File: src/common/fzc_pkg.sv
// package for the flow zero and error check block
package fzc_pkg;
    // register indices (byte address is index times four)
    localparam logic [7:0] IDX_SOUND_SPEED_MAX   = 8'h4A;
    localparam logic [7:0] IDX_SPEED_MIN_TEMP    = 8'h4D;
    localparam logic [7:0] IDX_LOW_AMP_COUNT     = 8'h4E;
    localparam logic [7:0] IDX_SUM_VAR_LIMIT     = 8'h51;
    localparam logic [7:0] IDX_FAST_CLK_DEV      = 8'h52;
    localparam logic [7:0] IDX_AMP_DIFF_LIMIT    = 8'h54;
    localparam logic [7:0] IDX_AMP_MIN_LIMIT     = 8'h55;
    localparam logic [7:0] IDX_WIDTH_DIFF_LIMIT  = 8'h57;
    localparam logic [7:0] IDX_RATE_FACTOR       = 8'h59;
    localparam logic [7:0] IDX_AVG_EXPONENT      = 8'h5A;
    localparam logic [7:0] IDX_MAX_FLOW          = 8'h5C;
    localparam logic [7:0] IDX_REVERSE_CUTOFF    = 8'h5D;
    localparam logic [7:0] IDX_MIN_TIME_DIFF     = 8'h5E;
    localparam logic [7:0] IDX_ZERO_THRESHOLD    = 8'h5F;
    localparam logic [7:0] IDX_HW_ERR_IMAGE      = 8'h70;
    localparam logic [7:0] IDX_DATA1_CHECKSUM    = 8'h7C;
    // block-owned registers
    localparam logic [7:0] IDX_FW_CONFIG         = 8'hA0;
    localparam logic [7:0] IDX_STATUS            = 8'hA1;
    localparam logic [7:0] IDX_FLOW_OUT          = 8'hA2;
    localparam logic [7:0] IDX_REVERSE_VOL       = 8'hA3;
    localparam logic [7:0] IDX_LONG_AVG          = 8'hA4;
    localparam logic [7:0] IDX_HW_ERR_ENABLE     = 8'hA5;
    localparam logic [7:0] IDX_BOOT              = 8'hA6;
    // firmware config bits
    localparam int CFG_KEEP_DOUBLE_MAX = 16;
    localparam int CFG_SOUND_CHECK_EN  = 27;
    // status bits
    localparam int ST_ZERO_FLOW   = 0;
    localparam int ST_SOUND_ERR   = 1;
    localparam int ST_SUM_ERR     = 2;
    localparam int ST_CLK_ERR     = 3;
    localparam int ST_AMP_DIFF    = 4;
    localparam int ST_WIDTH_DIFF  = 5;
    localparam int ST_NO_WATER    = 6;
    localparam int ST_MAX_FLOW    = 7;
    localparam int ST_SKIPPED     = 8;
    localparam int ST_REVERSE     = 9;
    localparam int ST_BITS        = 10;
    // numeric constants
    localparam logic [31:0] CLK_NOMINAL     = 32'h01E84800;
    localparam int          SUM_HIST_DEPTH  = 8;
    localparam int          SUM_HIST_SHIFT  = 3;
    localparam int          LONG_AVG_SHIFT  = 4;
    localparam int          EXIT_FACTOR_SH  = 3;
    localparam int          FRAC_BITS       = 16;
    localparam int          FD8_SHIFT       = 3;
    localparam logic [4:0]  EXP_MAX         = 5'h0F;
    localparam logic [31:0] ZERO32          = 32'h00000000;
    localparam logic [31:0] ONE32           = 32'h00000001;
    localparam logic [31:0] UNMAPPED_READ   = 32'h00000000;
    // one measurement handed in by the front end
    typedef struct packed {
        logic [31:0] time_diff;     // signed raw flight_time_difference
        logic [31:0] time_sum;      // raw flight_time_sum
        logic [31:0] flow;          // signed fd16 l/h
        logic [31:0] sound_speed;   // fd8 m/s
        logic [31:0] fast_clock;    // raw fast_clock calibration
        logic [31:0] amp_up;
        logic [31:0] amp_down;
        logic [31:0] width_up;
        logic [31:0] width_down;
    } fzc_meas_t;
    typedef struct packed {
        logic [7:0]  address;
        logic        read;
        logic        write;
        logic [31:0] writedata;
        logic [3:0]  byteenable;
    } fzc_bus_req_t;
    typedef enum logic [2:0] {
        FZC_IDLE  = 3'b001,
        FZC_CHECK = 3'b010,
        FZC_POST  = 3'b100
    } fzc_state_t;
endpackage : fzc_pkg

File: src/logic/fzc_abs_diff.sv
// absolute difference of two signed words compared to a limit
module fzc_abs_diff
    import fzc_pkg::*;
(
    // operands
    input  wire logic [31:0] a,
    input  wire logic [31:0] b,
    input  wire logic [31:0] limit,
    // result
    output logic             over
);
    logic signed [32:0] diff;
    logic        [32:0] mag;
    always_comb begin
        diff = $signed({a[31], a}) - $signed({b[31], b});
        mag  = diff[32] ? 33'(-diff) : 33'(diff);
        // zero limit switches the check off
        over = (limit != ZERO32) && (mag > {1'b0, limit});
    end
endmodule : fzc_abs_diff

File: src/logic/fzc_core.sv
// flow plausibility, zero flow and reverse flow logic
// Contract
// RULE1: zero flow scales measurement rate by factor
// RULE2: average 2^exp flows, long term 16x (here only the 16 * 2^exp long-term filter; flow_out is not averaged)
// RULE3: reverse cutoff fd16, positive values ignored
// RULE4: tiny time difference skips flow calculation
// RULE5: small long-term average enters zero flow
// RULE6: zero limit or config bit disables checks
// RULE7: bad sound speed discarded, keep last
// RULE8: flight sum versus eight-average variation error
// RULE9: fast clock deviation from nominal checked
// RULE10: amplitude or width difference flags bubbles
// RULE11: persistent low amplitude raises no-water error
// RULE12: max flow scales pulses, limit 2x
// RULE13: boot copies image into error enable
// RULE14: image provider supplies reference checksums
// RULE15: recommended low amplitude count is 0x20
// RULE16: decode temperature fd8 and minimum fd5
// RULE17: leave zero flow when average exceeds
// RULE18: leave at once above 8x threshold
// RULE19: reverse flow accumulated separately
// RULE20: over 2x max zero and error, else keep
// RULE21: checks run before results update
//
// Chosen here: the Avalon-MM slave port.
module fzc_core
    import fzc_pkg::*;
(
    // clock and reset
    input  wire logic        core_clk,
    input  wire logic        nrst,
    // avalon-mm slave
    input  wire logic [7:0]  avs_address,
    input  wire logic        avs_read,
    input  wire logic        avs_write,
    input  wire logic [31:0] avs_writedata,
    input  wire logic [3:0]  avs_byteenable,
    output logic      [31:0] avs_readdata,
    output logic             avs_waitrequest,
    // measurement input
    input  wire fzc_meas_t   meas,
    input  wire logic        meas_valid,
    // results
    output logic      [31:0] flow_out,
    output logic             flow_valid,
    output logic      [31:0] rate_factor,
    output logic             zero_flow,
    output logic      [31:0] pulse_full_scale,
    output logic      [31:0] hw_error_enable,
    output logic             error_any
);
    // ======================================================
    // register file
    logic [31:0] sound_max_r, speed_min_temp_r, low_amp_count_r, sum_var_r;
    logic [31:0] clk_dev_r, amp_diff_r, amp_min_r, width_diff_r, rate_r, avg_exp_r;
    logic [31:0] max_flow_r, rev_cut_r, min_diff_r, zero_thr_r, hw_img_r, cs1_r, cfg_r;
    logic [31:0] hw_en_r, status_r, flow_r, rev_vol_r, long_avg_r;
    logic        boot_req_r, ack_r;
    logic [31:0] rdata_nxt;
    logic [31:0] wmask;
    fzc_state_t  state_r;
    fzc_meas_t   m_r;

    always_comb begin
        for (int i = 0; i < 4; i++) begin
            wmask[i*8 +: 8] = avs_byteenable[i] ? 8'hFF : 8'h00;
        end
    end

    function automatic logic [31:0] merge(input logic [31:0] old, input logic [31:0] nw, input logic [31:0] m);
        merge = (old & ~m) | (nw & m);
    endfunction : merge

    // one wait cycle per access: ack follows the request
    wire logic acc  = (avs_read || avs_write) && !ack_r;
    // a write lands only at the edge where the master sees waitrequest low
    wire logic wr_a = avs_write && ack_r;

    always_ff @(posedge core_clk or negedge nrst) begin
        if (!nrst) begin
            ack_r <= 1'b0;
        end else begin
            ack_r <= acc;
        end
    end

    always_ff @(posedge core_clk or negedge nrst) begin
        if (!nrst) begin
            sound_max_r <= ZERO32; speed_min_temp_r <= ZERO32; low_amp_count_r <= ZERO32;
            sum_var_r <= ZERO32; clk_dev_r <= ZERO32; amp_diff_r <= ZERO32; amp_min_r <= ZERO32;
            width_diff_r <= ZERO32; rate_r <= ONE32; avg_exp_r <= ZERO32; max_flow_r <= ZERO32;
            rev_cut_r <= ZERO32; min_diff_r <= ZERO32; zero_thr_r <= ZERO32; hw_img_r <= ZERO32;
            cs1_r <= ZERO32; cfg_r <= ZERO32;
        end else if (wr_a) begin
            if (avs_address == IDX_SOUND_SPEED_MAX) begin
                sound_max_r <= merge(sound_max_r, avs_writedata, wmask);
            end else if (avs_address == IDX_SPEED_MIN_TEMP) begin
                speed_min_temp_r <= merge(speed_min_temp_r, avs_writedata, wmask);
            end else if (avs_address == IDX_LOW_AMP_COUNT) begin
                low_amp_count_r <= merge(low_amp_count_r, avs_writedata, wmask);
            end else if (avs_address == IDX_SUM_VAR_LIMIT) begin
                sum_var_r <= merge(sum_var_r, avs_writedata, wmask);
            end else if (avs_address == IDX_FAST_CLK_DEV) begin
                clk_dev_r <= merge(clk_dev_r, avs_writedata, wmask);
            end else if (avs_address == IDX_AMP_DIFF_LIMIT) begin
                amp_diff_r <= merge(amp_diff_r, avs_writedata, wmask);
            end else if (avs_address == IDX_AMP_MIN_LIMIT) begin
                amp_min_r <= merge(amp_min_r, avs_writedata, wmask);
            end else if (avs_address == IDX_WIDTH_DIFF_LIMIT) begin
                width_diff_r <= merge(width_diff_r, avs_writedata, wmask);
            end else if (avs_address == IDX_RATE_FACTOR) begin
                rate_r <= merge(rate_r, avs_writedata, wmask);
            end else if (avs_address == IDX_AVG_EXPONENT) begin
                avg_exp_r <= merge(avg_exp_r, avs_writedata, wmask);
            end else if (avs_address == IDX_MAX_FLOW) begin
                max_flow_r <= merge(max_flow_r, avs_writedata, wmask);
            end else if (avs_address == IDX_REVERSE_CUTOFF) begin
                rev_cut_r <= merge(rev_cut_r, avs_writedata, wmask);
            end else if (avs_address == IDX_MIN_TIME_DIFF) begin
                min_diff_r <= merge(min_diff_r, avs_writedata, wmask);
            end else if (avs_address == IDX_ZERO_THRESHOLD) begin
                zero_thr_r <= merge(zero_thr_r, avs_writedata, wmask);
            end else if (avs_address == IDX_HW_ERR_IMAGE) begin
                hw_img_r <= merge(hw_img_r, avs_writedata, wmask);
            end else if (avs_address == IDX_DATA1_CHECKSUM) begin
                cs1_r <= merge(cs1_r, avs_writedata, wmask);   // RULE14
            end else if (avs_address == IDX_FW_CONFIG) begin
                cfg_r <= merge(cfg_r, avs_writedata, wmask);
            end
        end
    end

    // boot copy: requested after reset and by a write to the boot register
    always_ff @(posedge core_clk or negedge nrst) begin
        if (!nrst) begin
            boot_req_r <= 1'b1;
            hw_en_r    <= ZERO32;
        end else begin
            boot_req_r <= wr_a && (avs_address == IDX_BOOT);
            if (boot_req_r) begin
                hw_en_r <= hw_img_r;   // RULE13
            end
        end
    end

    always_comb begin
        if (avs_address == IDX_SOUND_SPEED_MAX) begin
            rdata_nxt = sound_max_r;
        end else if (avs_address == IDX_SPEED_MIN_TEMP) begin
            rdata_nxt = speed_min_temp_r;
        end else if (avs_address == IDX_LOW_AMP_COUNT) begin
            rdata_nxt = low_amp_count_r;
        end else if (avs_address == IDX_SUM_VAR_LIMIT) begin
            rdata_nxt = sum_var_r;
        end else if (avs_address == IDX_FAST_CLK_DEV) begin
            rdata_nxt = clk_dev_r;
        end else if (avs_address == IDX_AMP_DIFF_LIMIT) begin
            rdata_nxt = amp_diff_r;
        end else if (avs_address == IDX_AMP_MIN_LIMIT) begin
            rdata_nxt = amp_min_r;
        end else if (avs_address == IDX_WIDTH_DIFF_LIMIT) begin
            rdata_nxt = width_diff_r;
        end else if (avs_address == IDX_RATE_FACTOR) begin
            rdata_nxt = rate_r;
        end else if (avs_address == IDX_AVG_EXPONENT) begin
            rdata_nxt = avg_exp_r;
        end else if (avs_address == IDX_MAX_FLOW) begin
            rdata_nxt = max_flow_r;
        end else if (avs_address == IDX_REVERSE_CUTOFF) begin
            rdata_nxt = rev_cut_r;
        end else if (avs_address == IDX_MIN_TIME_DIFF) begin
            rdata_nxt = min_diff_r;
        end else if (avs_address == IDX_ZERO_THRESHOLD) begin
            rdata_nxt = zero_thr_r;
        end else if (avs_address == IDX_HW_ERR_IMAGE) begin
            rdata_nxt = hw_img_r;
        end else if (avs_address == IDX_DATA1_CHECKSUM) begin
            rdata_nxt = cs1_r;
        end else if (avs_address == IDX_FW_CONFIG) begin
            rdata_nxt = cfg_r;
        end else if (avs_address == IDX_STATUS) begin
            rdata_nxt = status_r;
        end else if (avs_address == IDX_FLOW_OUT) begin
            rdata_nxt = flow_r;
        end else if (avs_address == IDX_REVERSE_VOL) begin
            rdata_nxt = rev_vol_r;
        end else if (avs_address == IDX_LONG_AVG) begin
            rdata_nxt = long_avg_r;
        end else if (avs_address == IDX_HW_ERR_ENABLE) begin
            rdata_nxt = hw_en_r;
        end else begin
            rdata_nxt = UNMAPPED_READ;
        end
    end

    always_ff @(posedge core_clk or negedge nrst) begin
        if (!nrst) begin
            avs_readdata <= ZERO32;
        end else if (acc && avs_read) begin
            avs_readdata <= rdata_nxt;
        end
    end

    // waitrequest is a flop: high until the ack cycle
    always_ff @(posedge core_clk or negedge nrst) begin
        if (!nrst) begin
            avs_waitrequest <= 1'b1;
        end else begin
            avs_waitrequest <= !acc;
        end
    end

    // ======================================================
    // checks on a captured measurement
    logic over_amp, over_width, over_sum, over_clk;
    logic [31:0] sum_avg;
    logic [34:0] sum_acc;
    logic [31:0] sum_hist [SUM_HIST_DEPTH];
    logic [3:0]  hist_cnt_r;

    always_comb begin
        sum_acc = '0;
        for (int i = 0; i < SUM_HIST_DEPTH; i++) begin
            sum_acc = sum_acc + {3'b000, sum_hist[i]};
        end
        sum_avg = sum_acc[SUM_HIST_SHIFT +: 32];
    end

    fzc_abs_diff u_amp   (.a(m_r.amp_up),   .b(m_r.amp_down),   .limit(amp_diff_r),   .over(over_amp));   // RULE10
    fzc_abs_diff u_width (.a(m_r.width_up), .b(m_r.width_down), .limit(width_diff_r), .over(over_width)); // RULE10
    fzc_abs_diff u_sum   (.a(m_r.time_sum), .b(sum_avg),        .limit(sum_var_r),    .over(over_sum));   // RULE8
    fzc_abs_diff u_clk   (.a(m_r.fast_clock), .b(CLK_NOMINAL),  .limit(clk_dev_r),    .over(over_clk));   // RULE9

    // sound speed bounds: max fd8, min byte fd5 widened to fd8
    logic [31:0] speed_min_fd8, temp_max_fd8;
    logic        sound_bad, sum_bad, low_amp, time_small, over_double;
    logic [31:0] abs_diff_t, abs_flow, dbl_max_fd16;
    always_comb begin
        temp_max_fd8  = {8'h00, speed_min_temp_r[31:8]};                                     // RULE16
        speed_min_fd8 = {21'h000000, speed_min_temp_r[7:0], 3'b000};                          // RULE16
        sound_bad     = cfg_r[CFG_SOUND_CHECK_EN] &&
                        ((m_r.sound_speed > sound_max_r) || (m_r.sound_speed < speed_min_fd8)); // RULE6 RULE7
        sum_bad       = (hist_cnt_r == 4'(SUM_HIST_DEPTH)) && over_sum;                       // RULE8
        low_amp       = (amp_min_r != ZERO32) &&
                        ((m_r.amp_up < amp_min_r) || (m_r.amp_down < amp_min_r));             // RULE6 RULE11
        abs_diff_t    = m_r.time_diff[31] ? 32'(-m_r.time_diff) : m_r.time_diff;
        time_small    = abs_diff_t < min_diff_r;                                              // RULE4
        abs_flow      = m_r.flow[31] ? 32'(-m_r.flow) : m_r.flow;
        dbl_max_fd16  = {max_flow_r[14:0], 1'b0, 16'h0000};
        over_double   = abs_flow > dbl_max_fd16;                                              // RULE12
    end

    // low amplitude run counter
    logic [31:0] low_run_r;
    logic        no_water;
    always_ff @(posedge core_clk or negedge nrst) begin
        if (!nrst) begin
            low_run_r <= ZERO32;
        end else if (state_r == FZC_CHECK) begin
            low_run_r <= low_amp ? ((low_run_r == '1) ? low_run_r : low_run_r + ONE32) : ZERO32; // RULE11
        end
    end
    assign no_water = low_amp && (low_run_r >= low_amp_count_r);   // RULE11 RULE15

    // ======================================================
    // sequencer and results
    logic [31:0] flow_new, rev_cut_eff;
    logic        discard, err_now, rev_hit;
    always_comb begin
        discard     = sound_bad;                                                   // RULE7
        err_now     = sum_bad || over_clk || over_amp || over_width || no_water ||
                      (over_double && !cfg_r[CFG_KEEP_DOUBLE_MAX]);
        flow_new    = time_small ? ZERO32 : m_r.flow;                              // RULE4
        if (over_double && !cfg_r[CFG_KEEP_DOUBLE_MAX]) begin
            flow_new = ZERO32;                                                     // RULE20
        end
        rev_cut_eff = rev_cut_r[31] ? rev_cut_r : ZERO32;                          // RULE3
        rev_hit     = rev_cut_r[31] && flow_new[31] &&
                      ($signed(flow_new) < $signed(rev_cut_eff));                  // RULE19
    end

    always_ff @(posedge core_clk or negedge nrst) begin
        if (!nrst) begin
            state_r <= FZC_IDLE;
            m_r     <= '0;
        end else begin
            case (state_r)
                FZC_IDLE: begin
                    if (meas_valid) begin
                        m_r     <= meas;
                        state_r <= FZC_CHECK;
                    end
                end
                FZC_CHECK: state_r <= FZC_POST;   // RULE21
                FZC_POST:  state_r <= FZC_IDLE;
                default:   state_r <= FZC_IDLE;
            endcase
        end
    end

    // flight sum history for the eight-sample average
    always_ff @(posedge core_clk or negedge nrst) begin
        if (!nrst) begin
            hist_cnt_r <= '0;
            for (int i = 0; i < SUM_HIST_DEPTH; i++) begin
                sum_hist[i] <= ZERO32;
            end
        end else if (state_r == FZC_CHECK && !discard && !sum_bad) begin
            for (int i = SUM_HIST_DEPTH - 1; i > 0; i--) begin
                sum_hist[i] <= sum_hist[i-1];
            end
            sum_hist[0] <= m_r.time_sum;
            if (hist_cnt_r != 4'(SUM_HIST_DEPTH)) begin
                hist_cnt_r <= hist_cnt_r + 4'h1;
            end
        end
    end

    // long-term average: exponential filter of length 16 * 2^exp
    logic [4:0]  exp_eff;
    logic signed [63:0] acc_r;
    logic signed [31:0] avg_now;
    logic [31:0] abs_avg;
    always_comb begin
        exp_eff = (avg_exp_r[4:0] > EXP_MAX) ? EXP_MAX : avg_exp_r[4:0];
        avg_now = 32'(acc_r >>> (5'(LONG_AVG_SHIFT) + exp_eff));                   // RULE2
        abs_avg = avg_now[31] ? 32'(-avg_now) : 32'(avg_now);
    end

    logic zero_r;
    always_ff @(posedge core_clk or negedge nrst) begin
        if (!nrst) begin
            acc_r      <= '0;
            zero_r     <= 1'b0;
            flow_r     <= ZERO32;
            rev_vol_r  <= ZERO32;
            long_avg_r <= ZERO32;
            status_r   <= ZERO32;
            flow_valid <= 1'b0;
        end else begin
            flow_valid <= 1'b0;
            if (state_r == FZC_POST && !discard) begin
                acc_r <= acc_r - (acc_r >>> (5'(LONG_AVG_SHIFT) + exp_eff)) + 64'($signed(flow_new)); // RULE2
                if (rev_hit) begin
                    rev_vol_r <= rev_vol_r + abs_flow;                             // RULE19
                    flow_r    <= ZERO32;
                end else begin
                    flow_r    <= flow_new;
                end
                flow_valid <= 1'b1;
                long_avg_r <= avg_now;
                if (35'(abs_flow) > (35'(zero_thr_r) << EXIT_FACTOR_SH)) begin
                    zero_r <= 1'b0;                                                // RULE18
                end else if (abs_avg < zero_thr_r) begin
                    zero_r <= 1'b1;                                                // RULE5
                end else begin
                    zero_r <= 1'b0;                                                // RULE17
                end
            end
            if (state_r == FZC_POST) begin
                status_r <= ZERO32;
                status_r[ST_ZERO_FLOW]  <= zero_r;
                status_r[ST_SOUND_ERR]  <= sound_bad;
                status_r[ST_SUM_ERR]    <= sum_bad;
                status_r[ST_CLK_ERR]    <= over_clk;
                status_r[ST_AMP_DIFF]   <= over_amp;
                status_r[ST_WIDTH_DIFF] <= over_width;
                status_r[ST_NO_WATER]   <= no_water;
                status_r[ST_MAX_FLOW]   <= over_double && !cfg_r[CFG_KEEP_DOUBLE_MAX]; // RULE20
                status_r[ST_SKIPPED]    <= time_small;
                status_r[ST_REVERSE]    <= rev_hit;
            end
        end
    end

    // ======================================================
    // outputs from flops
    always_ff @(posedge core_clk or negedge nrst) begin
        if (!nrst) begin
            rate_factor      <= ONE32;
            zero_flow        <= 1'b0;
            pulse_full_scale <= ZERO32;
            hw_error_enable  <= ZERO32;
            error_any        <= 1'b0;
            flow_out         <= ZERO32;
        end else begin
            rate_factor      <= zero_r ? rate_r : ONE32;   // RULE1
            zero_flow        <= zero_r;
            pulse_full_scale <= max_flow_r;                // RULE12
            hw_error_enable  <= hw_en_r;
            flow_out         <= flow_r;
            if (state_r == FZC_POST) begin
                error_any <= err_now || sound_bad;
            end
        end
    end
endmodule : fzc_core

File: config.mk
export PLATFORM = sky130hd
export DESIGN_NAME = fzc_core
export DESIGN_NICKNAME = d
export VERILOG_FILES = /design/src/common/fzc_pkg.sv /design/src/logic/fzc_abs_diff.sv /design/src/logic/fzc_core.sv
export SDC_FILE = /design/constraint.sdc
export NUM_CORES = 2
export LEC_CHECK = 0
export ABC_AREA = 1
export BUFFER_PORTS_ARGS = -buffer_cell sky130_fd_sc_hd__buf_2
export CORE_UTILIZATION = 42
export CTS_CLUSTER_SIZE = 28
export DETAILED_ROUTE_END_ITERATION = 10
export PLACE_DENSITY_LB_ADDON = 0.05
export SLEW_MARGIN = 20
export SYNTH_ARGS = -nofsm -noshare
export SYNTH_HDL_FRONTEND = slang
export SYNTH_SLANG_ARGS = --single-unit
File: constraint.sdc
create_clock -name core_clk -period 13.1 [get_ports core_clk]
set_input_delay 3.275 -clock core_clk [delete_from_list [all_inputs] [get_ports core_clk]]
set_output_delay 3.275 -clock core_clk [all_outputs]
set_load 0.05 [all_outputs]
==> summary.json <==
{
  "core_area_um2": 228000,
  "die-width_um": 482,
  "critical-path-slowest-cell": "sky130_fd_sc_hd__inv_4",
  "synth.largest_area_cell": "sky130_fd_sc_hd__dfrtp_1",
  "syn-num-nets": 13581,
  "status": "completed",
  "drc_errors": 0,
  "drt-pass1-iter-count": 9,
  "top_level_port_count": 501,
  "fin_nets": 13912,
  "report.final.setup_viol": 0,
  "worst_skew_pair.late_latency_ps": 870,
  "yosys-top-cells-area": "sky130_fd_sc_hd__dfrtp_1, sky130_fd_sc_hd__nand2_1, sky130_fd_sc_hd__ha_1, sky130_fd_sc_hd__o21ai_0, sky130_fd_sc_hd__inv_1",
  "wirelength_um": 375000,
  "cts_hold_buf": 0,
  "grt_setup_unrepaired": "false",
  "finalCriticalPeriod_ps": 11950,
  "startpoint_type": "flop",
  "synthesized_instance_count": 12350,
  "mappedNetlistArea_um2": 96900,
  "port-buffer-count": 500,
  "clkTransAtPathRegs_ps": 60,
  "cp.arrival_ps": 12720,
  "regToRegSetupSlack_ps": 1150,
  "yosys_warning_total": 0,
  "synthArstFlopShare_pct": 100,
  "holdCritStartpoint": "hw_en_r[22]",
  "routed_via_density": 5.49,
  "hold_viol": 0,
  "synth.ff_latch_count": 1496,
  "synthDistinctLibCells": 81,
  "worstReg2RegStart": "sum_hist[2]",
  "max_stage_delay_ps": 810,
  "clock_sink_count": 1496,
  "initial_core_util_pct": 42.4,
  "initialDrtViolationCount": 8268,
  "antenna_found_initial": 25,
  "synth_largest_type_area_fraction_pct": 38.5,
  "postSynthAreaPerCell_um2": 7.84,
  "required_ps": 13870,
  "finalWeightedCongestion": 0.988,
  "synth-edff-count": 0,
  "grt_usage_pct": 32.1,
  "grt_first_pass_wirelength_um": 554000,
  "post-dp-hpwl_um": 291000,
  "cts_tree": "done",
  "die-area_um2": 233000,
  "timing.final.max_slew_violations": 0,
  "grt_start_max_net_pins": 176,
  "reg2regPathDepth": 54,
  "worstSetupEndpointType": "flop",
  "crit_type": "flop to flop",
  "cts_setup_buffers": 0,
  "number_of_global_route_vias_before_repair": 84373,
  "worst_slew_margin_rel_pct": 15.5,
  "ratio_of_final_minimum_period_to_clock_period_pct": 91.2,
  "clk_root_buffer_cell": "sky130_fd_sc_hd__clkbuf_16",
  "setup_tns_after_final_layout_ps": 0,
  "synthToLayoutAreaGrowth_pct": 11.8,
  "worst_hold_path_type": "flop to flop",
  "crit_path_frequent_cell": "sky130_fd_sc_hd__nand2_1",
  "detail-route-antenna-nets": 0,
  "clock_tree.buffer_depth": 3,
  "fillCellCount": 22910,
  "timing.clock.skew_ps": 48.3,
  "worst_pin_slew_ps": 1270,
  "seq_area_frac_synth_pct": 38.7,
  "hold_path_end": "hw_error_enable[22]",
  "row_count": 175,
  "r2r-end": "sum_hist[167]",
  "floorplan_die_height_um": 482,
  "detail_route.wl_per_cell_um": 23.7,
  "post_route_cells_drive_above_1_share_pct": 8.08,
  "cts_max_level": 4,
  "yosys_most_used_dff": "sky130_fd_sc_hd__dfrtp_1",
  "worst_hold_path.num_cells": 0,
  "grt_ovf": 0,
  "cap_violations": 0,
  "crit_path_max_fanout": 111,
  "max_freq_mhz": 83.7,
  "post_cts_resize_count": 0,
  "number_of_clock_buffers_inserted_by_tritoncts": 177,
  "vias": 87078
}
## layer usage
metal | part of all wire [%] | track usage (%) | vias up
li1 | - | - | 41046
met1 | 43 | 43.7 | 42235
met2 | 44 | 49.7 | 3127
met3 | 6.6 | 4.51 | 664
met4 | 5.7 | 16.3 | 6
met5 | 0.012 | 0 | -
## cell usage in the layout, fill, tap and decap left out, types with 108 or more instances in the layout
| cell | n |
|---|---|
| sky130_fd_sc_hd__nand2_1 | 3471 |
| sky130_fd_sc_hd__inv_1 | 1596 |
| sky130_fd_sc_hd__dfrtp_1 | 1490 |
| sky130_fd_sc_hd__o21ai_0 | 1345 |
| sky130_fd_sc_hd__ha_1 | 636 |
| sky130_fd_sc_hd__a21oi_1 | 577 |
| sky130_fd_sc_hd__nor2_1 | 502 |
| sky130_fd_sc_hd__buf_2 | 499 |
| sky130_fd_sc_hd__nand3_1 | 308 |
| sky130_fd_sc_hd__xor2_1 | 286 |
| sky130_fd_sc_hd__o21ai_1 | 260 |
| sky130_fd_sc_hd__fa_1 | 257 |
| sky130_fd_sc_hd__nand4_1 | 179 |
| sky130_fd_sc_hd__clkbuf_16 | 177 |
| sky130_fd_sc_hd__xnor2_1 | 138 |
| sky130_fd_sc_hd__nor3_1 | 115 |
| sky130_fd_sc_hd__a221oi_1 | 108 |
## synthesized netlist by cell type (all sizes together) (3+ instances only)
cell and n:
a21o 28, nand4 181, a2111oi 4, inv 1622, nor2 521, a22oi 3
a21boi 24, a31oi 45, or2 20, mux2 10, o2111ai 26, xnor2 138
o221ai 18, mux2i 19, dfrtp 1491, o21ai 1625, o21a 36, nor3 125
clkbuf 319, xor2 286, buf 140, a211oi 17, a221oi 108, o41ai 6
nor3b 5, nor4 95, or4 3, o21bai 21, dfstp 5, o22ai 7
nand3 312, ha 637, fa 257, a21oi 582, o31ai 31, and2 3
nand2 3478, and3 3, clkinv 5, nand3b 12, o211ai 63
## layout make-up
cell class	instances	area (µm²)	share of cell area (%)
inverters	1627	6120	5.65
clock buffers	255	5140	4.75
well taps	3009	3760	3.48
diodes	11	27.5	0.0254
multi-input cells	8768	51400	47.5
clock inverters	71	941	0.869
repair buffers	611	3430	3.16
flip-flops and latches	1496	37400	34.6
## through the flow
step                      cells  area [µm²]  worst slack, ps  utilization (%)  hold slack [ps]
final                     15848      108000             1150             47.4              380
after global routing      15843      108000              125             47.4              386
after CTS                 15837      108000             1140             47.4              372
after detailed placement  15511      102000             1250             44.7              363
after global placement    15511      102000             1330             44.7              363
after floorplan           12350       96900             4020                -              352
## critical path: cells and delay by family (launching register included)
family | cells | cell delay, ps
simple gates | 16 | 2740
xor+xnor | 2 | 290
buf+inv | 9 | 1810
fa+ha+maj | 7 | 3130
flops | 1 | 350
compound gates | 20 | 3300
## cells by family after synthesis
family | share of synthesized area [%]
XOR/XNOR | 3.83
buffers and inverters | 8.39
adder cells (fa/ha/maj) | 13.5
AND/OR/NAND/NOR | 20.1
multiplexers | 0.313
flip-flops | 38.7
AO/OA/AOI/OAI | 15.2
## how the worst max path moves through the flow
| stage | endpoint | startpoint | slack [ps] |
|---|---|---|---|
| 2_1_floorplan | sum_hist[21] | sum_hist[2] | 4020 |
| 3_3_place_gp | sum_hist[165] | sum_hist[2] | 1330 |
| 3_5_place_dp | sum_hist[170] | sum_hist[2] | 1250 |
| 4_1_cts | sum_hist[167] | sum_hist[2] | 1140 |
| 5_1_grt | sum_hist[227] | sum_hist[2] | 130 |
| 6_report | sum_hist[167] | sum_hist[2] | 1150 |
Power is left out: the tool's default activity adds up to more than one toggle a clock period on the data nets, which glitch-free logic cannot reach.
